===== src/core/reset_cause_pkg.sv =====
// package: constants, types and state layout for the reset sequencer
`default_nettype none
package reset_cause_pkg;
   // clock and timing
   localparam int unsigned CLK_HZ          = 100_000_000;
   localparam int unsigned POWERUP_TIMER_TIME_MS    = 72;
   localparam int unsigned POWERUP_TIMER_CYCLES     = POWERUP_TIMER_TIME_MS * (CLK_HZ / 1000);
   localparam int unsigned OST_OSC_PERIODS = 1024;   // oscillator = clk_i
   localparam int unsigned OST_CYCLES      = OST_OSC_PERIODS;
   localparam int unsigned CNT_W           = 23;
   localparam int unsigned SYNC_CYCLES     = 2;      // straps settle through two flops first

   // register byte offsets
   localparam logic [7:0] OFS_STATUS  = 8'h00;
   localparam logic [7:0] OFS_POWER   = 8'h04;
   localparam logic [7:0] OFS_CONTROL = 8'h08;

   // field positions
   localparam int unsigned BIT_TIMEOUT   = 4;
   localparam int unsigned BIT_POWERDOWN = 3;
   localparam int unsigned BIT_POR       = 1;
   localparam int unsigned BIT_BROWNOUT  = 0;
   localparam int unsigned BIT_BOR_EN    = 0;

   // reset values
   localparam logic        RST_BOR_EN   = 1'b1;
   localparam logic        RST_BROWNOUT = 1'b1;

   // program counter
   localparam int unsigned PC_W      = 13;
   localparam logic [12:0] PC_ZERO   = 13'h0000;
   localparam logic [12:0] PC_VECTOR = 13'h0004;

   // oscillator configurations
   typedef enum logic [1:0] {OSC_LP, OSC_XT, OSC_HS, OSC_RC} osc_mode_t;

   typedef enum logic [2:0] {
      ST_CAPTURE, ST_BOR, ST_POWERUP_TIMER, ST_OST, ST_RUN, ST_HOLD, ST_SLEEP
   } seq_state_t;

   // ahb-lite request pins
   typedef struct packed {
      logic        hsel;
      logic [31:0] haddr;
      logic [1:0]  htrans;
      logic        hwrite;
      logic [2:0]  hsize;
      logic        hready;
      logic [31:0] hwdata;
   } ahb_req_t;

   // whole state of the sequencer
   typedef struct packed {
      logic              pin_s1;
      logic              pin_s2;
      logic              bor_s1;
      logic              bor_s2;
      logic [2:0]        strap_s1;
      logic [2:0]        strap_s2;
      osc_mode_t         osc_mode;
      logic              powerup_timer_en_n;
      seq_state_t        state;
      logic [CNT_W-1:0]  cnt;
      logic              timeout_flag;
      logic              powerdown_flag;
      logic              por_flag;
      logic              brownout_flag;
      logic              bor_en;
      logic [PC_W-1:0]   resume_pc;
      logic              core_reset;
      logic              pc_load;
      logic [PC_W-1:0]   pc_value;
      logic              wr_pend;
      logic [7:0]        wr_addr;
      logic [31:0]       hrdata;
   } seq_regs_t;
endpackage : reset_cause_pkg
`default_nettype wire


===== src/core/reset_cause_and_timeout.sv =====
// reset sequencer: start-up delays, reset-cause flags, pc load, ahb-lite registers
//
// Overview of operation
// - crystal power-up waits 72 ms then 1024 periods; timer disabled skips 72 ms
// - power-on reset sets timeout flag and clears power-on flag
// - power-on reset sets the power-down flag
// - pin reset while running keeps timeout and power-down flags unchanged
// - pin reset in sleep or interrupt wake gives timeout 1, power-down 0
// - interrupt wake resumes at next address, or vector if global enable set
// - interrupt wake keeps other bits, sets timeout, clears power-down
// - unimplemented bits of the status registers read as zero
// - power-on flag cleared only by power-on reset; software sets it; the code also lets a software write of 0 clear it
// - brownout flag is bit 0 of power control, cleared by brownout reset
// - start-up count only for crystal modes after power-on or wake-up; the code also runs it after a brownout reset
// - brownout during power-up timer returns to brownout and restarts timer
//
// Local design decisions: the AHB-Lite interface to the registers and the register offsets.
`default_nettype none
module reset_cause_and_timeout #(
   parameter int unsigned POWERUP_TIMER_CYCLES = reset_cause_pkg::POWERUP_TIMER_CYCLES
) (
   input  wire logic                           clk_i,
   input  wire logic                           rst_n_i,
   input  wire logic                           external_reset_pin_n_i,
   input  wire logic                           brownout_detect_i,
   input  wire logic [1:0]                     osc_mode_i,
   input  wire logic                           powerup_timer_enable_n_i,
   input  wire logic                           sleep_enter_i,
   input  wire logic                           wdt_timeout_i,
   input  wire logic                           irq_wake_i,
   input  wire logic                           global_irq_enable_i,
   input  wire logic [reset_cause_pkg::PC_W-1:0] pc_next_i,
   input  wire reset_cause_pkg::ahb_req_t      ahb_i,
   output logic                                core_reset_o,
   output logic                                pc_load_o,
   output logic [reset_cause_pkg::PC_W-1:0]    pc_value_o,
   output logic                                timeout_flag_o,
   output logic                                powerdown_flag_o,
   output logic                                hreadyout_o,
   output logic                                hresp_o,
   output logic [31:0]                         hrdata_o
);
   localparam logic [reset_cause_pkg::CNT_W-1:0] POWERUP_TIMER_LAST =
      reset_cause_pkg::CNT_W'(POWERUP_TIMER_CYCLES - 1);
   localparam logic [reset_cause_pkg::CNT_W-1:0] OST_LAST =
      reset_cause_pkg::CNT_W'(reset_cause_pkg::OST_CYCLES - 1);
   localparam logic [reset_cause_pkg::CNT_W-1:0] SYNC_LAST =
      reset_cause_pkg::CNT_W'(reset_cause_pkg::SYNC_CYCLES);

   // the counter must hold the longest delay
   if (POWERUP_TIMER_CYCLES < 1 || POWERUP_TIMER_CYCLES > (1 << reset_cause_pkg::CNT_W)) begin : g_chk
      $error("POWERUP_TIMER_CYCLES does not fit the delay counter");
   end

   reset_cause_pkg::seq_regs_t r;
   reset_cause_pkg::seq_regs_t next_r;

   logic pin_low;
   logic bor_low;
   logic crystal;
   logic addr_ok;
   logic [7:0] a8;

   // sequencing, flags and bus access in one pass
   always_comb begin
      next_r = r;
      next_r.pc_load = 1'b0;
      // synchronisers: first stage feeds only the second
      next_r.pin_s1   = external_reset_pin_n_i;
      next_r.pin_s2   = r.pin_s1;
      next_r.bor_s1   = brownout_detect_i;
      next_r.bor_s2   = r.bor_s1;
      next_r.strap_s1 = {powerup_timer_enable_n_i, osc_mode_i};
      next_r.strap_s2 = r.strap_s1;
      pin_low = ~r.pin_s2;
      bor_low = r.bor_s2 & r.bor_en;
      crystal = (r.osc_mode != reset_cause_pkg::OSC_RC);

      case (r.state)
         // straps caught once after release, then the power-up path is chosen
         // the second stage still shows its reset value at first; wait until it holds the pins
         reset_cause_pkg::ST_CAPTURE: begin
            next_r.cnt       = r.cnt + 1'b1;
            next_r.resume_pc = reset_cause_pkg::PC_ZERO;
            if (r.cnt == SYNC_LAST) begin
               next_r.osc_mode  = reset_cause_pkg::osc_mode_t'(r.strap_s2[1:0]);
               next_r.powerup_timer_en_n = r.strap_s2[2];
               next_r.cnt       = '0;
               if (r.strap_s2[2] == 1'b0) begin
                  next_r.state = reset_cause_pkg::ST_POWERUP_TIMER;
               end else if (r.strap_s2[1:0] != 2'(reset_cause_pkg::OSC_RC)) begin
                  next_r.state = reset_cause_pkg::ST_OST;
               end else begin
                  next_r.state = reset_cause_pkg::ST_RUN;
                  next_r.pc_load = 1'b1;
               end
            end
         end
         // held while brownout lasts; the power-up timer follows
         reset_cause_pkg::ST_BOR: begin
            next_r.cnt = '0;
            if (!bor_low) begin
               next_r.state = reset_cause_pkg::ST_POWERUP_TIMER;
            end
         end
         reset_cause_pkg::ST_POWERUP_TIMER: begin
            next_r.cnt = r.cnt + 1'b1;
            if (r.cnt == POWERUP_TIMER_LAST) begin
               next_r.cnt = '0;
               if (crystal) begin
                  next_r.state = reset_cause_pkg::ST_OST;
               end else begin
                  next_r.state = reset_cause_pkg::ST_RUN;
                  next_r.pc_load = 1'b1;
               end
            end
         end
         reset_cause_pkg::ST_OST: begin
            next_r.cnt = r.cnt + 1'b1;
            if (r.cnt == OST_LAST) begin
               next_r.state = reset_cause_pkg::ST_RUN;
               next_r.pc_load = 1'b1;
            end
         end
         reset_cause_pkg::ST_RUN: begin
            if (wdt_timeout_i) begin
               next_r.timeout_flag   = 1'b0;
               next_r.powerdown_flag = 1'b1;
               next_r.resume_pc      = reset_cause_pkg::PC_ZERO;
               next_r.state          = reset_cause_pkg::ST_HOLD;
            end else if (sleep_enter_i) begin
               next_r.timeout_flag   = 1'b1;
               next_r.powerdown_flag = 1'b0;
               next_r.state          = reset_cause_pkg::ST_SLEEP;
            end
         end
         // one-cycle or pin-length reset with no start-up delay
         reset_cause_pkg::ST_HOLD: begin
            if (!pin_low) begin
               next_r.state = reset_cause_pkg::ST_RUN;
               next_r.pc_load = 1'b1;
            end
         end
         reset_cause_pkg::ST_SLEEP: begin
            if (wdt_timeout_i || irq_wake_i) begin
               next_r.timeout_flag   = ~wdt_timeout_i;
               next_r.powerdown_flag = 1'b0;
               next_r.resume_pc      = (irq_wake_i && !wdt_timeout_i && global_irq_enable_i)
                                       ? reset_cause_pkg::PC_VECTOR : pc_next_i;
               next_r.cnt = '0;
               if (crystal) begin
                  next_r.state = reset_cause_pkg::ST_OST;
               end else begin
                  next_r.state = reset_cause_pkg::ST_RUN;
                  next_r.pc_load = 1'b1;
               end
            end
         end
         default: next_r.state = reset_cause_pkg::ST_CAPTURE;
      endcase

      // pin reset outranks the sequence only in run and sleep
      if (pin_low && r.state == reset_cause_pkg::ST_RUN) begin
         next_r.resume_pc = reset_cause_pkg::PC_ZERO;
         next_r.state     = reset_cause_pkg::ST_HOLD;
      end else if (pin_low && r.state == reset_cause_pkg::ST_SLEEP) begin
         next_r.timeout_flag   = 1'b1;
         next_r.powerdown_flag = 1'b0;
         next_r.resume_pc      = reset_cause_pkg::PC_ZERO;
         next_r.state          = reset_cause_pkg::ST_HOLD;
      end

      // ahb write data phase; software may only store bits, hardware clears win below
      if (r.wr_pend) begin
         if (r.wr_addr == reset_cause_pkg::OFS_POWER) begin
            next_r.por_flag      = ahb_i.hwdata[reset_cause_pkg::BIT_POR];
            next_r.brownout_flag = ahb_i.hwdata[reset_cause_pkg::BIT_BROWNOUT];
         end else if (r.wr_addr == reset_cause_pkg::OFS_CONTROL) begin
            next_r.bor_en = ahb_i.hwdata[reset_cause_pkg::BIT_BOR_EN];
         end
      end

      // brownout from any state after capture; restarts a running timer
      if (bor_low && r.state != reset_cause_pkg::ST_CAPTURE) begin
         next_r.state          = reset_cause_pkg::ST_BOR;
         next_r.cnt            = '0;
         next_r.brownout_flag  = 1'b0;
         next_r.timeout_flag   = 1'b1;
         next_r.powerdown_flag = 1'b1;
         next_r.resume_pc      = reset_cause_pkg::PC_ZERO;
      end

      // outputs come from flops; reset held outside run
      // a pin or brownout override back into reset must not leave a stray load pulse
      next_r.pc_load    = next_r.pc_load && (next_r.state == reset_cause_pkg::ST_RUN);
      next_r.core_reset = (next_r.state != reset_cause_pkg::ST_RUN);
      next_r.pc_value   = next_r.resume_pc;

      // ahb address phase: zero wait, reads answered from a flop next cycle
      a8      = ahb_i.haddr[7:0];
      addr_ok = ahb_i.hsel && ahb_i.hready && ahb_i.htrans[1];
      next_r.wr_pend = addr_ok && ahb_i.hwrite;
      next_r.wr_addr = a8;
      if (addr_ok && !ahb_i.hwrite) begin
         next_r.hrdata = '0;
         if (ahb_i.haddr[31:8] != '0) begin
            next_r.hrdata = '0;
         end else if (a8 == reset_cause_pkg::OFS_STATUS) begin
            next_r.hrdata[reset_cause_pkg::BIT_TIMEOUT]   = r.timeout_flag;
            next_r.hrdata[reset_cause_pkg::BIT_POWERDOWN] = r.powerdown_flag;
         end else if (a8 == reset_cause_pkg::OFS_POWER) begin
            next_r.hrdata[reset_cause_pkg::BIT_POR]      = r.por_flag;
            next_r.hrdata[reset_cause_pkg::BIT_BROWNOUT] = r.brownout_flag;
         end else if (a8 == reset_cause_pkg::OFS_CONTROL) begin
            next_r.hrdata[reset_cause_pkg::BIT_BOR_EN] = r.bor_en;
         end
      end
      if (ahb_i.haddr[31:8] != '0) begin
         next_r.wr_pend = 1'b0;                                               // unmapped write dropped
      end
   end

   // asynchronous reset is the power-on event: flags take their power-on values
   always_ff @(posedge clk_i or negedge rst_n_i) begin
      if (!rst_n_i) begin
         r                <= '0;
         r.state          <= reset_cause_pkg::ST_CAPTURE;
         r.osc_mode       <= reset_cause_pkg::OSC_RC;
         r.powerup_timer_en_n      <= 1'b1;
         r.timeout_flag   <= 1'b1;
         r.powerdown_flag <= 1'b1;
         r.por_flag       <= 1'b0;
         r.brownout_flag  <= reset_cause_pkg::RST_BROWNOUT;
         r.bor_en         <= reset_cause_pkg::RST_BOR_EN;
         r.core_reset     <= 1'b1;
         r.pin_s1         <= 1'b1;
         r.pin_s2         <= 1'b1;
      end else begin
         r <= next_r;
      end
   end

   assign core_reset_o     = r.core_reset;
   assign pc_load_o        = r.pc_load;
   assign pc_value_o       = r.pc_value;
   assign timeout_flag_o   = r.timeout_flag;
   assign powerdown_flag_o = r.powerdown_flag;
   assign hreadyout_o      = 1'b1;                                           // never stalls
   assign hresp_o          = 1'b0;
   assign hrdata_o         = r.hrdata;
endmodule : reset_cause_and_timeout
`default_nettype wire


===== config.mk =====
export PLATFORM = sky130hd
export DESIGN_NAME = reset_cause_and_timeout
export DESIGN_NICKNAME = d
export VERILOG_FILES = /design/src/core/reset_cause_pkg.sv /design/src/core/reset_cause_and_timeout.sv
export SDC_FILE = /design/constraint.sdc
export NUM_CORES = 1
export LEC_CHECK = 0
export BUFFER_PORTS_ARGS = -buffer_cell sky130_fd_sc_hd__buf_2
export CAP_MARGIN = 40
export CORE_ASPECT_RATIO = 0.9
export CORE_UTILIZATION = 53
export CTS_CLUSTER_SIZE = 28
export DETAILED_ROUTE_END_ITERATION = 10
export HOLD_SLACK_MARGIN = 0.06
export MAX_ROUTING_LAYER = met4
export PLACE_DENSITY = 0.86
export SLEW_MARGIN = 20
export SYNTH_ARGS = -nofsm -noshare
export SYNTH_HDL_FRONTEND = slang
export SYNTH_SLANG_ARGS = --single-unit

===== constraint.sdc =====
create_clock -name clk_i -period 5.8 [get_ports clk_i]
set_input_delay 1.74 -clock clk_i [delete_from_list [all_inputs] [get_ports clk_i]]
set_output_delay 1.74 -clock clk_i [all_outputs]
set_load 0.02 [all_outputs]

# Word level (Yosys, flattened, before mapping)
# Index checks and enable logic that the tools add are counted.
word_totals:
  out_inout_bits: 51
  elab_cells: 122
  inputBits: 96
  register_bits: 71
classes:
  mux: 50
  n_bitwise: 4
  n_reduce_logical: 27
  n_eq_ne: 20
  n_addsub: 1
op_table:
  columns: ["cell", "n"]
  rows:
  - ["23-bit one-hot mux with 5 select lines", 1]
  - ["13-bit two-way mux", 6]
  - ["28-bit two-way mux", 2]
  - ["26-bit two-way mux", 2]
  - ["13-bit one-hot mux with 3 select lines", 1]
  - ["3-bit two-way mux", 10]
  - ["24-bit nonzero test", 1]
  - ["23-bit by 1-bit adder with 23-bit output (second input constant)", 1]
  - ["23-bit by 10-bit equality test with 1-bit output (second input constant)", 1]
  - ["23-bit by 2-bit equality test with 1-bit output (second input constant)", 1]
  - ["23-bit equality test (second input constant)", 1]
  - ["3-bit one-hot mux with 7 select lines", 1]
  - ["2-bit two-way mux", 9]
  - ["8-bit by 3-bit equality test with 1-bit output (second input constant)", 2]
  - ["8-bit by 4-bit equality test with 1-bit output (second input constant)", 2]
  - ["1-bit two-way mux", 16]
  - ["3-bit equality test (second input constant)", 4]
  - ["6-bit nonzero test", 2]
  - ["1-bit logical AND", 10]
  - ["8-bit zero test", 1]
  - ["2-bit AND reduction", 4]
  - ["3-bit by 2-bit equality test with 1-bit output (second input constant)", 2]
  - ["3-bit AND reduction", 2]
  - ["5-bit by 2-bit != test with 1-bit output (second input constant)", 1]
  - ["14 further kinds", 19]

# Longest topological paths before layout
depth:
  ltp_word: 10
  depth_mapped: 9
  ltp_nobuf: 8

# Least setup slack after synthesis
# No wires, ideal clock.
synth_path:
  path_kind: "input -> register"
  start: "input irq_wake_i"
  end: "register r (netlist bit pc_value_o[10])"
  arrival_time_ns: 3.165
  path_buffers: 1
  setup_ns: 0.121
  path_slack_ns: 2.514
  stages: 7
  required_time_ns: 5.679
  cell_sequence: "or2_2 nor3_1 a22oi_1 nor2_1 nor3_1 clkbuf_1 a22o_1"
synth_between:
  elab_chain_len: 8
  word_cells_on_any_way: 11
  cone_classes: "eq/ne: 1; mux: 6; reduce/logical: 4"
synth_lines:
  columns: ["element", "line", "source"]
  rows:
  - ["start, declared", "reset_cause_and_timeout.sv:30", "input wire logic irq_wake_i,"]
  - ["1-bit logical AND (2 in series)", "reset_cause_and_timeout.sv:148", "next_r.resume_pc = (irq_wake_i && !wdt_timeout_i && global_irq_enable_i)"]
  - ["13-bit two-way mux", "reset_cause_and_timeout.sv:149", "? reset_cause_pkg::PC_VECTOR : pc_next_i;"]
  - ["13-bit two-way mux", "reset_cause_and_timeout.sv:145", "if (wdt_timeout_i || irq_wake_i) begin"]
  - ["13-bit one-hot mux with 3 select lines", "reset_cause_and_timeout.sv:79", "case (r.state)"]
  - ["13-bit two-way mux", "reset_cause_and_timeout.sv:166", "end else if (pin_low && r.state == reset_cause_pkg::ST_SLEEP) begin"]
  - ["13-bit two-way mux", "reset_cause_and_timeout.sv:163", "if (pin_low && r.state == reset_cause_pkg::ST_RUN) begin"]
  - ["13-bit two-way mux", "reset_cause_and_timeout.sv:184", "if (bor_low && r.state != reset_cause_pkg::ST_CAPTURE) begin"]
  - ["end signal, assigned", "reset_cause_and_timeout.sv:239", "r <= next_r;"]
  - ["end, declared", "reset_cause_and_timeout.sv:55", "reset_cause_pkg::seq_regs_t r;"]
# Parallel ways exist; a longest one is shown, timed or not. The select of a mux whose other input is x is not followed.
# A chain may end at the register's enable or synchronous reset.

# Final worst setup path
layout_path:
  start: "input wdt_timeout_i"
  end: "register r (netlist bit pc_value_o[8])"
layout_between:
  elab_chain_len: 9
  word_cells_on_any_way: 13
  cone_classes: "eq/ne: 2; mux: 6; reduce/logical: 5"
layout_lines:
  columns: ["element", "line", "source"]
  rows:
  - ["start, declared", "reset_cause_and_timeout.sv:29", "input wire logic wdt_timeout_i,"]
  - ["1-bit zero test", "reset_cause_and_timeout.sv:148", null]
  - ["1-bit logical AND (2 in series)", "reset_cause_and_timeout.sv:148", null]
  - ["13-bit two-way mux", "reset_cause_and_timeout.sv:149", null]
  - ["13-bit two-way mux", "reset_cause_and_timeout.sv:145", null]
  - ["13-bit one-hot mux with 3 select lines", "reset_cause_and_timeout.sv:79", null]
  - ["13-bit two-way mux", "reset_cause_and_timeout.sv:166", null]
  - ["13-bit two-way mux", "reset_cause_and_timeout.sv:163", null]
  - ["13-bit two-way mux", "reset_cause_and_timeout.sv:184", null]
# Parallel ways exist; a longest one is shown, timed or not. The select of a mux whose other input is x is not followed.

==> impl_metrics.yaml <==
setup_path:
  worstSetupPathType: "primary input to flop"
  path_max_fanout: 15
  crit_path_start_kind: "primary input"
  worstPathRequired_ns: 6.09
  cp-end-kind: "flop"
  cp.arrival_ns: 3.79
route:
  wire_per_inst_um: 14.79
  ant_nets: 0
  wl_mm: 8.180
  via_per_inst: 5.752
  first_pass_iters: 6
  vias: 3181
  drc_errors: 0
  drt_iter0_markers: 428
min_path:
  hp-class: "flop to flop"
logic_synthesis:
  synth_xor_area_share_pct: 1.604
  synth_top_family_by_area: "simple AND/OR/NAND/NOR gates"
  yosys-top-cells-area: "dfrtp_1, buf_4, dfstp_2"
  yosysWarnings: 0
  synth_top_area_share_pct: 40.59
  synthCells: 393
  ys_top_cells_by_count: "dfrtp_1, buf_4, nor2_1"
  synth.largest_area_cell: "dfrtp_1"
  ys_ff_latch: 71
  avgSynthCellArea_um2: 9.726
  netlist_area_um2: 3822
  yosysUniqueCellTypes: 58
  synthMuxAreaShare_pct: 1.440
  synth-compound-area-share_pct: 15.25
  synth-simple-area-share_pct: 22.72
  synth_ff_type: "dfrtp_1"
  synth_edf_count: 0
  synth.yosys.seq_area_share_pct: 46.78
  async_flop_share_pct: 100.0
  synth_fa_ha_area_share_pct: 0.6547
  synth.most_common_cell: "dfrtp_1"
cts:
  postCtsHoldBufs: 0
  clockBufferDepth: 2
  clock-root-buffer: "clkbuf_8"
  cts_resized: 0
  cts_tree: "yes"
  cts_buffers: 9
  cts-htree-levels: 3
  postCtsSetupRepairBufs: 0
  clkLatencyLatePin_ns: 0.35
  clock-sinks: 71
  clk_pin_slew_worst_paths_ns: 0.07
placed_design:
  finalWeightedCongestion: 0.9067
  io_buffers: 82
  dp_worst_setup_slack_ns: 1.978
  hpwlAfterDp_mm: 5.777
grt:
  overflow: 0
  antenna_found_initial: 0
  grt_pass1_wl_mm: 13.48
  grt_max_degree: 72
  first_global_vias: 3012
  gr-usage-all-layers_pct: 23.51
floorplanning:
  core_area_um2: 6761
  io_pins: 147
  num_rows: 28
  start_util_pct: 56.53
  fp.dieW_um: 91.52
  die_h_um: 82.57
  dieArea_um2: 7556
sta:
  tns_ns: 0
  worstMarginPinSlew_ns: 0.6636
  finalMaxSlewViolations: 0
  fin_ws_ns: 2.292
  slew_headroom_pct: 55.66
  finalClockSkew_ns: 0.009139
  fin_crit_ns: 3.508
  setup_viol: 0
  holdWs_ns: 0.3517
  hold_viol: 0
  rsz0062_at_grt: "no"
  fmax_mhz: 285.1
  fin_crit_sh_pct: 60.48
final_layout:
  final_nets: 556
  syn2layout_area_growth_pct: 13.00
  diodes: 0
  post-route-util_pct: 63.88
  fillCellCount: 526
  drive_gt1_share_pct: 27.86
power_and_ir_drop:
  total_power_uw: 1395
  pwr_density_cell_nw_per_um2: 323.0
  p_leak_uw: 0.002083
  ir_drop_mv: 0.2113
flow_run:
  drv_cap: 0
status:
  status: "finished, final reports clean"
final timing paths:
path	startpoint	end	slack, ns	cells past startpoint
hold reg to reg	next_r[103]$_DFF_PN0_	r[103]$_DFF_PN0_	0.35	0
setup / recovery	wdt_timeout_i	pc_value_o[8]$_DFFE_PN0P_	2.29	9
setup reg to reg	r[99]$_DFF_PN0_	pc_value_o[8]$_DFFE_PN0P_	3.07	8
min in group asynchronous	rst_n_i	hrdata_o[3]$_DFFE_PN0P_	1.39	2
max in group asynchronous	rst_n_i	r[102]$_DFFE_PN1P_	3.81	3
hold / removal	next_r[103]$_DFF_PN0_	r[103]$_DFF_PN0_	0.35	0
where the power goes:
part	internal, µW	switching (µW)
Combinational	129	201
Sequential	534	56.3
Clock	287	188
area by class of cell:
class,count,area [µm²],area share [%]
flip-flops and latches,71,1788,41.40
multi-input cells,285,1705,39.48
clock buffers,9,123.9,2.868
inverters,5,18.77,0.4345
repair buffers,86,450.4,10.43
clock inverters,7,120.1,2.781
well taps,90,112.6,2.607
logic make-up after synthesis:
| family | Yosys count |
|---|---|
| AND/OR/NAND/NOR | 159 |
| AO/OA/AOI/OAI | 82 |
| flip-flops | 71 |
| buffers and inverters | 65 |
| XOR/XNOR | 7 |
| multiplexers | 5 |
| adder cells (fa/ha/maj) | 2 |
| other | 2 |
metal layers:
metal / GRT usage (%) / up-vias / wire (µm)
met1: 27.65 / 1510 / 3442
met2: 40.45 / 153 / 4028
met5: - / - / 0
met4: 10.32 / 0 / 208
met3: 4.029 / 27 / 501
li1: - / 1491 / -
worst max-delay path, stage by stage:
cell	delay, ns
buf_2	0.15
nor2_1	0.08
a311o_1	0.39
a22oi_1	0.17
nor2_1	0.06
buf_4	0.21
nor3_1	0.55
buf_2	0.30
a22o_1	0.15
layout by cell type (no fill, tap or decap), drive strengths merged, types with 5 or more instances in the layout:
cell type / n
a21o: 5
a21oi: 15
a22o: 18
a31oi: 5
and3: 14
and4: 5
buf: 86
clkbuf: 9
conb: 30
dfrtp: 62
dfstp: 9
inv: 6
nand2: 28
nand3: 16
nand3b: 5
nand4: 10
nor2: 30
nor2b: 9
nor3: 10
nor4: 11
o21ai: 17
o31ai: 5
xor2: 5
registers in the layout, summed over array words and instances (netlist names):
name,count
r,45
pc_value_o,13
next_r,5
hrdata_o,4
core_reset_o,1
pc_load_o,1
powerdown_flag_o,1
timeout_flag_o,1
stage by stage:
step | instance area [µm²] | cells
floorplan | 3928 | 421
global placement | 4050 | 535
detailed placement | 4055 | 536
CTS | 4299 | 552
global route | 4319 | 553
finish | 4319 | 553
(Power assumes the default switching activity.)
